### src/lu_consts.vh
`ifndef LU_CONSTS_VH
`define LU_CONSTS_VH

// apb byte addresses
`define ADDR_RECEIVE_CONTROL 8'h00
`define ADDR_CHANNEL_CONTROL 8'h04
`define ADDR_ERROR_COUNT     8'h08
`define ADDR_IRQ_STATUS      8'h0C
`define ADDR_IRQ_MASK        8'h10
`define ADDR_LINE_STATUS     8'h14

// receive_control fields
`define RC_EQUALIZER_BIT     0
`define RC_MONITOR_BIT       1
`define RC_MUTE_BIT          2
`define RC_WIDTH             6
`define RC_RESET             6'h00

// channel_control fields
`define CC_RAIL_BIT          0
`define CC_STS1_BIT          1
`define CC_E3_BIT            2
`define CC_LOCAL_LB_BIT      3
`define CC_REMOTE_LB_BIT     4
`define CC_PRBS_BIT          5
`define CC_WIDTH             6
`define CC_RESET             6'h00

// interrupt status / mask layout
`define IRQ_PATTERN_ERR_BIT  0
`define IRQ_SIGNAL_LOSS_BIT  1
`define IRQ_LOCK_BIT         2
`define IRQ_WIDTH            3
`define IRQ_RESET            3'h0

// loopback mode codes on loopback_mode_out
`define LB_NORMAL            2'h0
`define LB_REMOTE            2'h1
`define LB_ANALOG_LOCAL      2'h2
`define LB_DIGITAL_LOCAL     2'h3

// pattern engine
`define PRBS_LEN_SHORT       15
`define PRBS_LEN_LONG        23
`define PRBS_SHORT_TAP       14
`define PRBS_LONG_TAP        18
`define PRBS_SEED            23'h7F_FFFF
`define SYNC_GOOD_BITS       6'h20
`define ERR_COUNT_WIDTH      16
`define ERR_COUNT_MAX        16'hFFFF

`endif

### src/prbs_lfsr.v
`default_nettype none

module prbs_lfsr (
    input  wire        clock_in,     // system clock
    input  wire        rst_n_in,     // async reset, active low
    input  wire        step_in,      // advance one bit
    input  wire        restart_in,   // reload seed
    input  wire        long_in,      // 1: 2^23-1, 0: 2^15-1
    input  wire        check_in,     // 1: shift in data_in (checker form)
    input  wire        data_in,      // received bit in checker form
    output wire        bit_out       // generated or predicted bit
);

`include "lu_consts.vh"

    reg  [22:0] state_reg;

    function fb;
        input [22:0] s;
        input        long_sel;
        begin
            if (long_sel) begin
                fb = s[`PRBS_LEN_LONG-1] ^ s[`PRBS_LONG_TAP-1];
            end else begin
                fb = s[`PRBS_LEN_SHORT-1] ^ s[`PRBS_SHORT_TAP-1];
            end
        end
    endfunction

    assign bit_out = fb(state_reg, long_in);

    // checker form reseeds itself from the line, so it finds the pattern at any phase
    always @(posedge clock_in or negedge rst_n_in) begin
        if (!rst_n_in) begin
            state_reg <= `PRBS_SEED;
        end else if (restart_in) begin
            state_reg <= `PRBS_SEED;
        end else if (step_in) begin
            state_reg <= {state_reg[21:0], check_in ? data_in : bit_out};
        end
    end

endmodule

`default_nettype wire

### src/lu_rx_control_prbs_diag.v
// Our own choices: the address map and the APB slave port.
`default_nettype none

// Behaviour
// - with mute enabled, both recovered data outputs are held low while loss of signal is declared.
// - monitor mode suppresses loss of signal so it is never declared.
// - the equalizer enable bit drives the receive equalizer on when 1 and off when 0.
// - the prbs enable bit switches generator and checker on and off together.
// - in DS3 or STS-1 rate the generator sends an unframed 2^15-1 sequence.
// - in E3 rate the generator sends an unframed 2^23-1 sequence.
// - the checker searches the recovered data for the sequence of the configured rate.
// - while prbs is on, dual-rail form is overridden and single-rail form is used.
// - during prbs the negative rail/violation output flags each detected bit error.
// - during prbs each detected bit error is added to the 16 bit saturating error counter.
// - during prbs the transmit data inputs are ignored and the pattern is sent instead.
// - local and remote loopback bits select normal, remote, analog local or digital local.
// - the E3 bit selects E3 rate, otherwise the rate bit picks DS3 or STS-1.
module lu_rx_control_prbs_diag (
    input  wire        clock_in,                     // 40 MHz system clock
    input  wire        rst_n_in,                     // async reset, active low
    input  wire        psel_in,                      // apb select
    input  wire        penable_in,                   // apb enable
    input  wire        pwrite_in,                    // apb direction
    input  wire [7:0]  paddr_in,                     // apb byte address
    input  wire [31:0] pwdata_in,                    // apb write data
    output reg  [31:0] prdata_out,                   // apb read data
    output reg         pready_out,                   // apb ready
    output reg         pslverr_out,                  // apb error, unmapped address
    input  wire        transmit_clock_input_in,      // framer transmit clock
    input  wire        transmit_data_positive_in,    // framer transmit data, positive rail
    input  wire        transmit_data_negative_in,    // framer transmit data, negative rail
    input  wire        recovered_clock_in,           // recovered receive clock
    input  wire        line_rx_positive_in,          // recovered data from decoder, positive
    input  wire        line_rx_negative_in,          // recovered data from decoder, negative
    input  wire        line_code_violation_in,       // code violation from decoder
    input  wire        raw_signal_loss_in,           // loss of signal from detector
    output reg         line_tx_positive_out,         // data to line encoder, positive
    output reg         line_tx_negative_out,         // data to line encoder, negative
    output reg         recovered_data_positive_out,  // recovered data to framer, positive
    output reg         recovered_data_negative_out,  // recovered data to framer, negative
    output reg         negative_rail_violation_out,  // negative rail, violation or pattern error
    output reg         signal_loss_out,              // declared loss of signal
    output reg         equalizer_enable_out,         // receive equalizer on
    output reg  [1:0]  loopback_mode_out,            // loopback mode code
    output reg         european_rate_out,            // E3 rate selected
    output reg         sonet_rate_out,               // STS-1 rate selected (when not E3)
    output reg         single_rail_out,              // system interface in single-rail form
    output reg         irq_out                       // level interrupt
);

`include "lu_consts.vh"

    reg  [`RC_WIDTH-1:0]        receive_control_reg;
    reg  [`CC_WIDTH-1:0]        channel_control_reg;
    reg  [`ERR_COUNT_WIDTH-1:0] error_count_reg;
    reg  [`IRQ_WIDTH-1:0]       irq_status_reg;
    reg  [`IRQ_WIDTH-1:0]       irq_status_next;
    reg  [`IRQ_WIDTH-1:0]       irq_mask_reg;
    reg                         prbs_enable_d_reg;
    reg  [5:0]                  good_bits_reg;
    reg                         locked_reg;
    reg                         signal_loss_d_reg;

    // two-stage synchronisers: stage 1 is read only by stage 2
    reg  [2:0]                  tx_meta_reg;
    reg  [2:0]                  tx_sync_reg;
    reg                         tx_clk_d_reg;
    reg  [4:0]                  rx_meta_reg;
    reg  [4:0]                  rx_sync_reg;
    reg                         rx_clk_d_reg;

    wire                        access;
    wire                        wr;
    wire                        mapped;
    wire                        prbs_on;
    wire                        prbs_restart;
    wire                        long_pattern;
    wire                        tx_edge;
    wire                        rx_edge;
    wire                        loss_now;
    wire                        gen_bit;
    wire                        chk_bit;
    wire                        pattern_err;
    wire                        dual_rail;

    function is_mapped;
        input [7:0] a;
        begin
            is_mapped = (a == `ADDR_RECEIVE_CONTROL) || (a == `ADDR_CHANNEL_CONTROL) ||
                        (a == `ADDR_ERROR_COUNT)     || (a == `ADDR_IRQ_STATUS)      ||
                        (a == `ADDR_IRQ_MASK)        || (a == `ADDR_LINE_STATUS);
        end
    endfunction

    // one wait state, so read data can come from a register
    assign access       = psel_in & penable_in & pready_out;
    assign mapped       = is_mapped(paddr_in);
    assign wr           = access & pwrite_in & mapped;

    assign prbs_on      = channel_control_reg[`CC_PRBS_BIT];
    assign prbs_restart = prbs_on & ~prbs_enable_d_reg;
    assign long_pattern = channel_control_reg[`CC_E3_BIT];
    assign dual_rail    = ~channel_control_reg[`CC_RAIL_BIT] & ~prbs_on;

    assign tx_edge      = tx_sync_reg[0] & ~tx_clk_d_reg;
    assign rx_edge      = rx_sync_reg[0] & ~rx_clk_d_reg;

    // monitor mode masks the detector entirely
    assign loss_now     = rx_sync_reg[4] & ~receive_control_reg[`RC_MONITOR_BIT];

    // errors count only after the checker has found the sequence
    assign pattern_err  = prbs_on & locked_reg & rx_edge & (rx_sync_reg[1] != chk_bit);

    prbs_lfsr u_prbs_lfsr_tx (
        .clock_in   (clock_in),
        .rst_n_in   (rst_n_in),
        .step_in    (prbs_on & tx_edge),
        .restart_in (prbs_restart),
        .long_in    (long_pattern),
        .check_in   (1'b0),
        .data_in    (1'b0),
        .bit_out    (gen_bit)
    );

    prbs_lfsr u_prbs_lfsr_rx (
        .clock_in   (clock_in),
        .rst_n_in   (rst_n_in),
        .step_in    (prbs_on & rx_edge),
        .restart_in (prbs_restart),
        .long_in    (long_pattern),
        .check_in   (1'b1),
        .data_in    (rx_sync_reg[1]),
        .bit_out    (chk_bit)
    );

    always @(posedge clock_in or negedge rst_n_in) begin
        if (!rst_n_in) begin
            tx_meta_reg  <= 3'h0;
            tx_sync_reg  <= 3'h0;
            tx_clk_d_reg <= 1'b0;
            rx_meta_reg  <= 5'h00;
            rx_sync_reg  <= 5'h00;
            rx_clk_d_reg <= 1'b0;
        end else begin
            tx_meta_reg  <= {transmit_data_negative_in, transmit_data_positive_in,
                             transmit_clock_input_in};
            tx_sync_reg  <= tx_meta_reg;
            tx_clk_d_reg <= tx_sync_reg[0];
            rx_meta_reg  <= {raw_signal_loss_in, line_code_violation_in, line_rx_negative_in,
                             line_rx_positive_in, recovered_clock_in};
            rx_sync_reg  <= rx_meta_reg;
            rx_clk_d_reg <= rx_sync_reg[0];
        end
    end

    // apb slave and register file
    always @(posedge clock_in or negedge rst_n_in) begin
        if (!rst_n_in) begin
            pready_out          <= 1'b0;
            pslverr_out         <= 1'b0;
            prdata_out          <= 32'h0000_0000;
            receive_control_reg <= `RC_RESET;
            channel_control_reg <= `CC_RESET;
            irq_mask_reg        <= `IRQ_RESET;
        end else begin
            pready_out  <= psel_in & penable_in & ~pready_out;
            pslverr_out <= psel_in & penable_in & ~pready_out & ~mapped;
            prdata_out  <= 32'h0000_0000;
            if (psel_in & penable_in & ~pready_out & ~pwrite_in) begin
                case (paddr_in)
                    `ADDR_RECEIVE_CONTROL: prdata_out <= {26'h000_0000, receive_control_reg};
                    `ADDR_CHANNEL_CONTROL: prdata_out <= {26'h000_0000, channel_control_reg};
                    `ADDR_ERROR_COUNT:     prdata_out <= {16'h0000, error_count_reg};
                    `ADDR_IRQ_STATUS:      prdata_out <= {29'h0000_0000, irq_status_reg};
                    `ADDR_IRQ_MASK:        prdata_out <= {29'h0000_0000, irq_mask_reg};
                    `ADDR_LINE_STATUS:     prdata_out <= {30'h0000_0000, locked_reg,
                                                          signal_loss_out};
                    default:               prdata_out <= 32'h0000_0000;
                endcase
            end
            if (wr && paddr_in == `ADDR_RECEIVE_CONTROL) begin
                receive_control_reg <= pwdata_in[`RC_WIDTH-1:0];
            end
            if (wr && paddr_in == `ADDR_CHANNEL_CONTROL) begin
                channel_control_reg <= pwdata_in[`CC_WIDTH-1:0];
            end
            if (wr && paddr_in == `ADDR_IRQ_MASK) begin
                irq_mask_reg <= pwdata_in[`IRQ_WIDTH-1:0];
            end
        end
    end

    // sticky events: a new event wins over a same-cycle write-one clear
    always @* begin
        irq_status_next = irq_status_reg;
        if (wr && paddr_in == `ADDR_IRQ_STATUS) begin
            irq_status_next = irq_status_reg & ~pwdata_in[`IRQ_WIDTH-1:0];
        end
        irq_status_next[`IRQ_PATTERN_ERR_BIT] = irq_status_next[`IRQ_PATTERN_ERR_BIT] |
                                                pattern_err;
        irq_status_next[`IRQ_SIGNAL_LOSS_BIT] = irq_status_next[`IRQ_SIGNAL_LOSS_BIT] |
                                                (loss_now & ~signal_loss_d_reg);
        irq_status_next[`IRQ_LOCK_BIT]        = irq_status_next[`IRQ_LOCK_BIT] |
                                                (prbs_on & rx_edge & ~locked_reg &
                                                 (good_bits_reg == `SYNC_GOOD_BITS - 6'h01) &
                                                 (rx_sync_reg[1] == chk_bit));
    end

    // pattern search, error counter and interrupts
    always @(posedge clock_in or negedge rst_n_in) begin
        if (!rst_n_in) begin
            irq_status_reg    <= `IRQ_RESET;
            irq_out           <= 1'b0;
            prbs_enable_d_reg <= 1'b0;
            good_bits_reg     <= 6'h00;
            locked_reg        <= 1'b0;
            signal_loss_d_reg <= 1'b0;
            error_count_reg   <= 16'h0000;
        end else begin
            irq_status_reg    <= irq_status_next;
            irq_out           <= |(irq_status_next & irq_mask_reg);
            prbs_enable_d_reg <= prbs_on;
            signal_loss_d_reg <= loss_now;
            if (!prbs_on || prbs_restart) begin
                good_bits_reg <= 6'h00;
                locked_reg    <= 1'b0;
            end else if (rx_edge && !locked_reg) begin
                if (rx_sync_reg[1] != chk_bit) begin
                    good_bits_reg <= 6'h00;
                end else if (good_bits_reg == `SYNC_GOOD_BITS - 6'h01) begin
                    locked_reg <= 1'b1;
                end else begin
                    good_bits_reg <= good_bits_reg + 6'h01;
                end
            end
            // a write clears the counter; a count in that cycle still lands, saturating
            if (wr && paddr_in == `ADDR_ERROR_COUNT) begin
                error_count_reg <= {15'h0000, pattern_err};
            end else if (pattern_err && error_count_reg != `ERR_COUNT_MAX) begin
                error_count_reg <= error_count_reg + 16'h0001;
            end
        end
    end

    // line-facing outputs and decoded control
    always @(posedge clock_in or negedge rst_n_in) begin
        if (!rst_n_in) begin
            line_tx_positive_out        <= 1'b0;
            line_tx_negative_out        <= 1'b0;
            recovered_data_positive_out <= 1'b0;
            recovered_data_negative_out <= 1'b0;
            negative_rail_violation_out <= 1'b0;
            signal_loss_out             <= 1'b0;
            equalizer_enable_out        <= 1'b0;
            loopback_mode_out           <= `LB_NORMAL;
            european_rate_out           <= 1'b0;
            sonet_rate_out              <= 1'b0;
            single_rail_out             <= 1'b1;
        end else begin
            signal_loss_out      <= loss_now;
            equalizer_enable_out <= receive_control_reg[`RC_EQUALIZER_BIT];
            european_rate_out    <= channel_control_reg[`CC_E3_BIT];
            sonet_rate_out       <= channel_control_reg[`CC_STS1_BIT];
            single_rail_out      <= ~dual_rail;
            case ({channel_control_reg[`CC_LOCAL_LB_BIT],
                   channel_control_reg[`CC_REMOTE_LB_BIT]})
                2'b01:   loopback_mode_out <= `LB_REMOTE;
                2'b10:   loopback_mode_out <= `LB_ANALOG_LOCAL;
                2'b11:   loopback_mode_out <= `LB_DIGITAL_LOCAL;
                default: loopback_mode_out <= `LB_NORMAL;
            endcase
            if (tx_edge) begin
                if (prbs_on) begin
                    // framer data dropped; pattern is single-rail on the positive line
                    line_tx_positive_out <= gen_bit;
                    line_tx_negative_out <= 1'b0;
                end else begin
                    line_tx_positive_out <= tx_sync_reg[1];
                    line_tx_negative_out <= dual_rail & tx_sync_reg[2];
                end
            end
            if (loss_now && receive_control_reg[`RC_MUTE_BIT]) begin
                recovered_data_positive_out <= 1'b0;
                recovered_data_negative_out <= 1'b0;
            end else if (rx_edge) begin
                recovered_data_positive_out <= rx_sync_reg[1];
                recovered_data_negative_out <= dual_rail & rx_sync_reg[2];
            end
            // error pulse lasts one system cycle per errored bit
            if (prbs_on) begin
                negative_rail_violation_out <= pattern_err;
            end else if (dual_rail) begin
                negative_rail_violation_out <= (loss_now & receive_control_reg[`RC_MUTE_BIT]) ?
                                               1'b0 : rx_sync_reg[2];
            end else begin
                negative_rail_violation_out <= rx_sync_reg[3];
            end
        end
    end

endmodule

`default_nettype wire

### config.mk
export PLATFORM = sky130hd
export DESIGN_NAME = lu_rx_control_prbs_diag
export DESIGN_NICKNAME = d
export VERILOG_FILES = /design/src/prbs_lfsr.v /design/src/lu_rx_control_prbs_diag.v
export VERILOG_INCLUDE_DIRS = /design/src /design/src/src
export SDC_FILE = /design/constraint.sdc
export NUM_CORES = 1
export LEC_CHECK = 0
export ABC_AREA = 1
export ABC_CLOCK_PERIOD_IN_PS = 3400
export BUFFER_PORTS_ARGS = -buffer_cell sky130_fd_sc_hd__buf_2
export CAP_MARGIN = 20
export CORE_MARGIN = 1.5
export CORE_UTILIZATION = 61
export CTS_CLUSTER_DIAMETER = 80
export DETAILED_ROUTE_END_ITERATION = 8
export PLACE_DENSITY_LB_ADDON = 0.12
export SYNTH_ARGS = -nofsm -noshare
export SYNTH_HDL_FRONTEND = slang
export SYNTH_SLANG_ARGS = --single-unit
### constraint.sdc
create_clock -name clock_in -period 3.4 [get_ports clock_in]
set_input_delay 0.17 -clock clock_in [delete_from_list [all_inputs] [get_ports clock_in]]
set_output_delay 0.17 -clock clock_in [all_outputs]
set_load 0.02 [all_outputs]
=== Word-level counts from Yosys, hierarchy flattened ===
Index checks and enable logic that the tools add are counted.

* Logic and storage cells: 148
* Flip-flop bits (word level): 153

* Reduce and logical (&&, ||, !) cells: 26
* Add/subtract/negate cells: 2
* Bitwise logic cells: 46
* Multiplexer cells: 29
* Equal/unequal tests: 14

{| class="wikitable"
|+ Operators by type and width
! operator !! number
|-
| $pmux 16 s6 || 1
|-
| $mux 23 || 4
|-
| $mux 16 || 3
|-
| $and 1x1->1 || 24
|-
| $mux 6 || 4
|-
| $add 16x1->16 const B || 1
|-
| $eq 8x4->1 const B || 2
|-
| $eq 8x5->1 const B || 2
|-
| $ne 16x16->1 const B || 1
|-
| $mux 1 || 15
|-
| $not 1->1 || 12
|-
| $reduce_bool 2->1 || 6
|-
| $eq 8x3->1 const B || 1
|-
| $logic_and 1x1->1 || 8
|-
| $logic_not 8->1 || 1
|-
| $add 6x1->6 const B || 1
|-
| $and 3x3->3 || 2
|-
| $eq 6x5->1 const B || 1
|-
| $logic_or 1x1->1 || 6
|-
| $pmux 2 s3 || 1
|-
| $eq 2x2->1 const B || 2
|-
| $xor 1x1->1 || 4
|-
| $mux 3 || 1
|-
| $ne 3x2->1 const B || 1
|-
| 10 further kinds || 13
|}

=== Depth between registers and ports, before layout ===
* Word-level depth: 12
* Gate-level depth with buffers: 12
* Gate-level depth less buffers: 12

=== Cells and area by module ===
From an unflattened synthesis, not the netlist that was laid out.

* Cell total of the unflattened synthesis: 649
* Area total of the unflattened synthesis: 6,017.0 um^2

{| class="wikitable"
|+ Modules (own cells, without submodules)
! module !! cells an instance !! instances !! area each (um^2)
|-
| lu_rx_control_prbs_diag || 457 || 1 || 4,040.1
|-
| prbs_lfsr || 96 || 2 || 988.4
|}

=== Worst setup path before layout ===
No wires, ideal clock.

* Path type: reg2reg
* Start: reg error_count_reg[0]
* End: reg error_count_reg[11]
* Clock period less this slack: 1.636 ns
* Library setup time: 0.118 ns
* Slack: 1.764 ns
* Data required time: 3.282 ns
* Stages on the path, launching flop included: 10
* Data arrival time: 1.518 ns
* Cells stage by stage: dfrtp_1 > ha_1 > nand2_1 > nor3_4 > nand4_1 > nand3_2 > nand2_4 > buf_6 > nand3b_1 > nand2_1

* Longest elaborated chain between the ends: 3

{| class="wikitable"
|+ RTL lines
! item !! line !! text
|-
| start: declaration || lu_rx_control_prbs_diag.v:55 || <nowiki>reg [`ERR_COUNT_WIDTH-1:0] error_count_reg;</nowiki>
|-
| start signal: assignment || lu_rx_control_prbs_diag.v:238 || <nowiki>error_count_reg <= {15'h0000, pattern_err};</nowiki>
|-
| start signal: assignment || lu_rx_control_prbs_diag.v:240 || <nowiki>error_count_reg <= error_count_reg + 16'h0001;</nowiki>
|-
| $add 16x1->16 / $ne 16x16->1 (equally long branches) || n/a ||
|-
| $mux 16 / $logic_and 1x1->1 (equally long branches) || n/a ||
|-
| $mux 16 / $reduce_bool 2->1 (equally long branches) || n/a ||
|}

Parallel ways exist; a longest one is shown, timed or not. The select of a mux whose other input is x is not followed.
A chain may end at the register's enable or synchronous reset.

=== Worst setup path after layout ===
* Start: reg channel_control_reg[5]
* End: reg u_prbs_lfsr_rx.state_reg[0]

* Longest elaborated chain between the ends: 2

{| class="wikitable"
|+ RTL lines
! item !! line !! text
|-
| start: declaration || lu_rx_control_prbs_diag.v:54 || <nowiki>reg [`CC_WIDTH-1:0] channel_control_reg;</nowiki>
|-
| start signal: assignment || lu_rx_control_prbs_diag.v:163 || <nowiki>channel_control_reg <= `CC_RESET;</nowiki>
|-
| start signal: assignment || lu_rx_control_prbs_diag.v:185 || <nowiki>channel_control_reg <= pwdata_in[`CC_WIDTH-1:0];</nowiki>
|-
| $and 1x1->1, on equally long branches || lu_rx_control_prbs_diag.v:101, lu_rx_control_prbs_diag.v:128 ||
|-
| $mux 23 / $reduce_bool 2->1 (equally long branches) || n/a ||
|-
| end signal: assignment || prbs_lfsr.v:35 || <nowiki>state_reg <= `PRBS_SEED;</nowiki>
|-
| end signal: assignment || prbs_lfsr.v:37 || <nowiki>state_reg <= `PRBS_SEED;</nowiki>
|-
| end signal: assignment || prbs_lfsr.v:39 || <nowiki>state_reg <= {state_reg[21:0], check_in ? data_in : bit_out};</nowiki>
|-
| end: declaration || prbs_lfsr.v:16 || <nowiki>reg [22:0] state_reg;</nowiki>
|}

Parallel ways exist; a longest one is shown, timed or not.

==> summary.txt <==
Nets = 770
Synth Area in XOR/XNOR = 1.87%
Tcrit/Tclk final = 67.2%
number of distinct library cells after synthesis = 40
RR Startpoint = channel_control_reg[5]
Core Util, Final = 73.2%
Setup Fix Bufs, Post-CTS = 0
TritonCTS clock tree = yes
# setup viols final = 0
DRT iter0 DRCs = 235
Slew @ Worst Pin = 0.730 ns
crit path time final = 2.28 ns
WP data required = 3.83 ns
most used cell, CP = inv_2
Critical Path Fanout Max = 18
FF-to-FF End = u_prbs_lfsr_rx.state_reg[0]
Fin Setup TNS = 0 ns
total of max-cap violations = 0
Slew HR = 51.3%
yosys warns = 0
antenna-violating nets left = 0
gr ovfl total = 0
H-tree depth = 4
Reg2Reg Depth = 6
Clk pin slew, worst setup/hold paths = 0.06 ns
antenna cells = 0
Avg Cell Area, Syn = 9.52 um2
Crit. Startpoint = channel_control_reg[5]
Final Hold Viols = 0
CTS max path bufs = 2
post-synthesis adder-cell area fraction = 0.410%
I/O Buffers = 57
gr usage total = 25.8%
cts repair resizes = 0
CTS sink cnt = 137
clk_skew = 0.00793 ns
Hold Path Class = input pin to flop
CTS Buf Count = 17
drt via density = 5.35
via count = 4,604
FMAX = 0.438 GHz
drt first pass iters = 4
worst-path cell chain = inv_2, nor2_4, inv_2, nand2_1, inv_1, a22oi_1
Root Driver = clkbuf_8
FF-to-FF setup slack = 1.12 ns
most common cell after layout, fill and taps aside = nand2_1
Die Footprint = 0.0106 mm2
CP peak stage delay = 0.55 ns
DP Wirelength = 8.06 mm
Avg WL per Cell = 14.6 um
Critical Path AT = 2.72 ns
Worst Setup EP = u_prbs_lfsr_rx.state_reg[0]
Pwr Total = 0.00351 W
final worst slack = 1.12 ns
VDD IR max = 0.351 mV
cell family with most CP delay = simple AND/OR/NAND/NOR gates
# DRC = 0
number of global-route vias before repair = 4,373
CP Depth = 6
final wirelength = 12.6 mm
PD cells = 493 mW/mm2
outcome = complete, no violations
Final Max Slew Viols = 0
most frequent cells in the layout = 107 x nand2_1, 90 x dfrtp_1, 80 x inv_1
Syn-to-layout area delta = 16.8%
Skew-Pair Late Insertion Delay = 0.52 ns
pin count of the biggest net entering global routing = 138
Crit Path Category = flop to flop
Mapped Cells = 641
Buffers & Inverters on Critical Path = 3
Chip Height = 103 um
Rows = 36
Place WS = 1.17 ns
width of the die = 103 um
RSZ-0062 raised after global routing = no
FF+latch count, synth = 137
sequential cell area fraction in the yosys report = 57.1%
gpl congestion = 0.930
cts hold-fix bufs = 17
share of cells above drive strength 1 = 23.4%
critical path capture point type = flop
initial antenna violation count = 0
Leak = 3.31 nW
first-pass GRT wire length = 20.7 mm
post-synthesis mux area share = 0%
core area = 0.00973 mm2
filler instances = 712
critical path startpoint category = flop
initial core utilization = 62.7%
Post-Synth Simple-Gate Area = 20.6%
largest family of logic cells by synthesized area = simple AND/OR/NAND/NOR gates
Worst path slowest cell = dfrtp_1
# IOs = 100
compound-cell area share of the yosys netlist = 10.7%
Syn Std Cell Area = 0.00610 mm2
==> worst min path at each step <==
stage                            startpoint                     end  depth (start not counted)
floorplan                          rst_n_in  channel_control_reg[0]                          0
global placement    transmit_clock_input_in          tx_meta_reg[0]                          1
detailed placement       recovered_clock_in          rx_meta_reg[0]                          1
CTS                             paddr_in[2]           prdata_out[1]                          5
global route                    paddr_in[2]           prdata_out[1]                          5
finish                          paddr_in[2]           prdata_out[1]                          5
==> worst register-to-register path, cell delays in order, from the launching register on <==
cell and delay (ns):
dfrtp_1 0.55, inv_2 0.12, nor2_4 0.36, inv_2 0.20
nand2_1 0.39, inv_1 0.33, a22oi_1 0.25
==> layout make-up <==
class / instances / area [um2] / area share (%)
Clock buffer: 22 / 453 / 6.36
Clock inverter: 10 / 100 / 1.40
Inverter: 86 / 328 / 4.60
Multi-Input combinational cell: 397 / 2110 / 29.6
Sequential cell: 137 / 3490 / 48.9
Tap cell: 133 / 166 / 2.34
Timing Repair Buffer: 76 / 485 / 6.81
==> metal layers <==
metal | part of all wire (%) | routed length, um | GRT usage (%)
met4 | 2.1 | 265 | 9.67
met3 | 4.3 | 545 | 6.31
met5 | 0 | 0 | 0
met2 | 51 | 6350 | 42.6
met1 | 43 | 5410 | 33.3
==> report_power, final <==
group / total (W) / internal (W) / switching (W)
clock: 0.00171 / 0.00107 / 0.000639
sequential: 0.00167 / 0.00166 / 0.0000105
combinational: 0.000139 / 0.0000432 / 0.0000957
==> Yosys cell counts (all sizes together) <==
master | number | area share (%)
a22oi | 18 | 2.2
dfstp | 47 | 20
a31oi | 9 | 0.92
inv | 85 | 5.2
nand3 | 49 | 4.7
ha | 2 | 0.41
nor2 | 47 | 3.1
nand4 | 13 | 1.7
a21oi | 13 | 1.1
nand2 | 114 | 7.7
clkbuf | 8 | 0.49
nand3b | 6 | 0.74
dfrtp | 90 | 37
conb | 1 | 0.061
o21ai | 69 | 6.0
clkinv | 1 | 0.14
xor2 | 11 | 1.6
xnor2 | 2 | 0.29
o2111ai | 1 | 0.14
nor4 | 1 | 0.35
buf | 28 | 3.4
nor3 | 24 | 2.2
o211ai | 2 | 0.25
==> logic make-up after synthesis <==
group | count (synthesis)
simple gates | 254
flops | 137
buf+inv | 122
compound gates | 112
xor+xnor | 13
fa+ha+maj | 2
other cells | 1
==> per-stage QoR <==
stage	instance area [um2]	instances	hold slack, ns
final	7130	861	0.153
after global routing	7130	861	0.172
after CTS	7120	860	0.132
after detailed placement	6390	811	0.279
after global placement	6390	811	0.278
after floorplan	6160	656	-0.126
No activity file was read; power rests on OpenSTA's default activity.
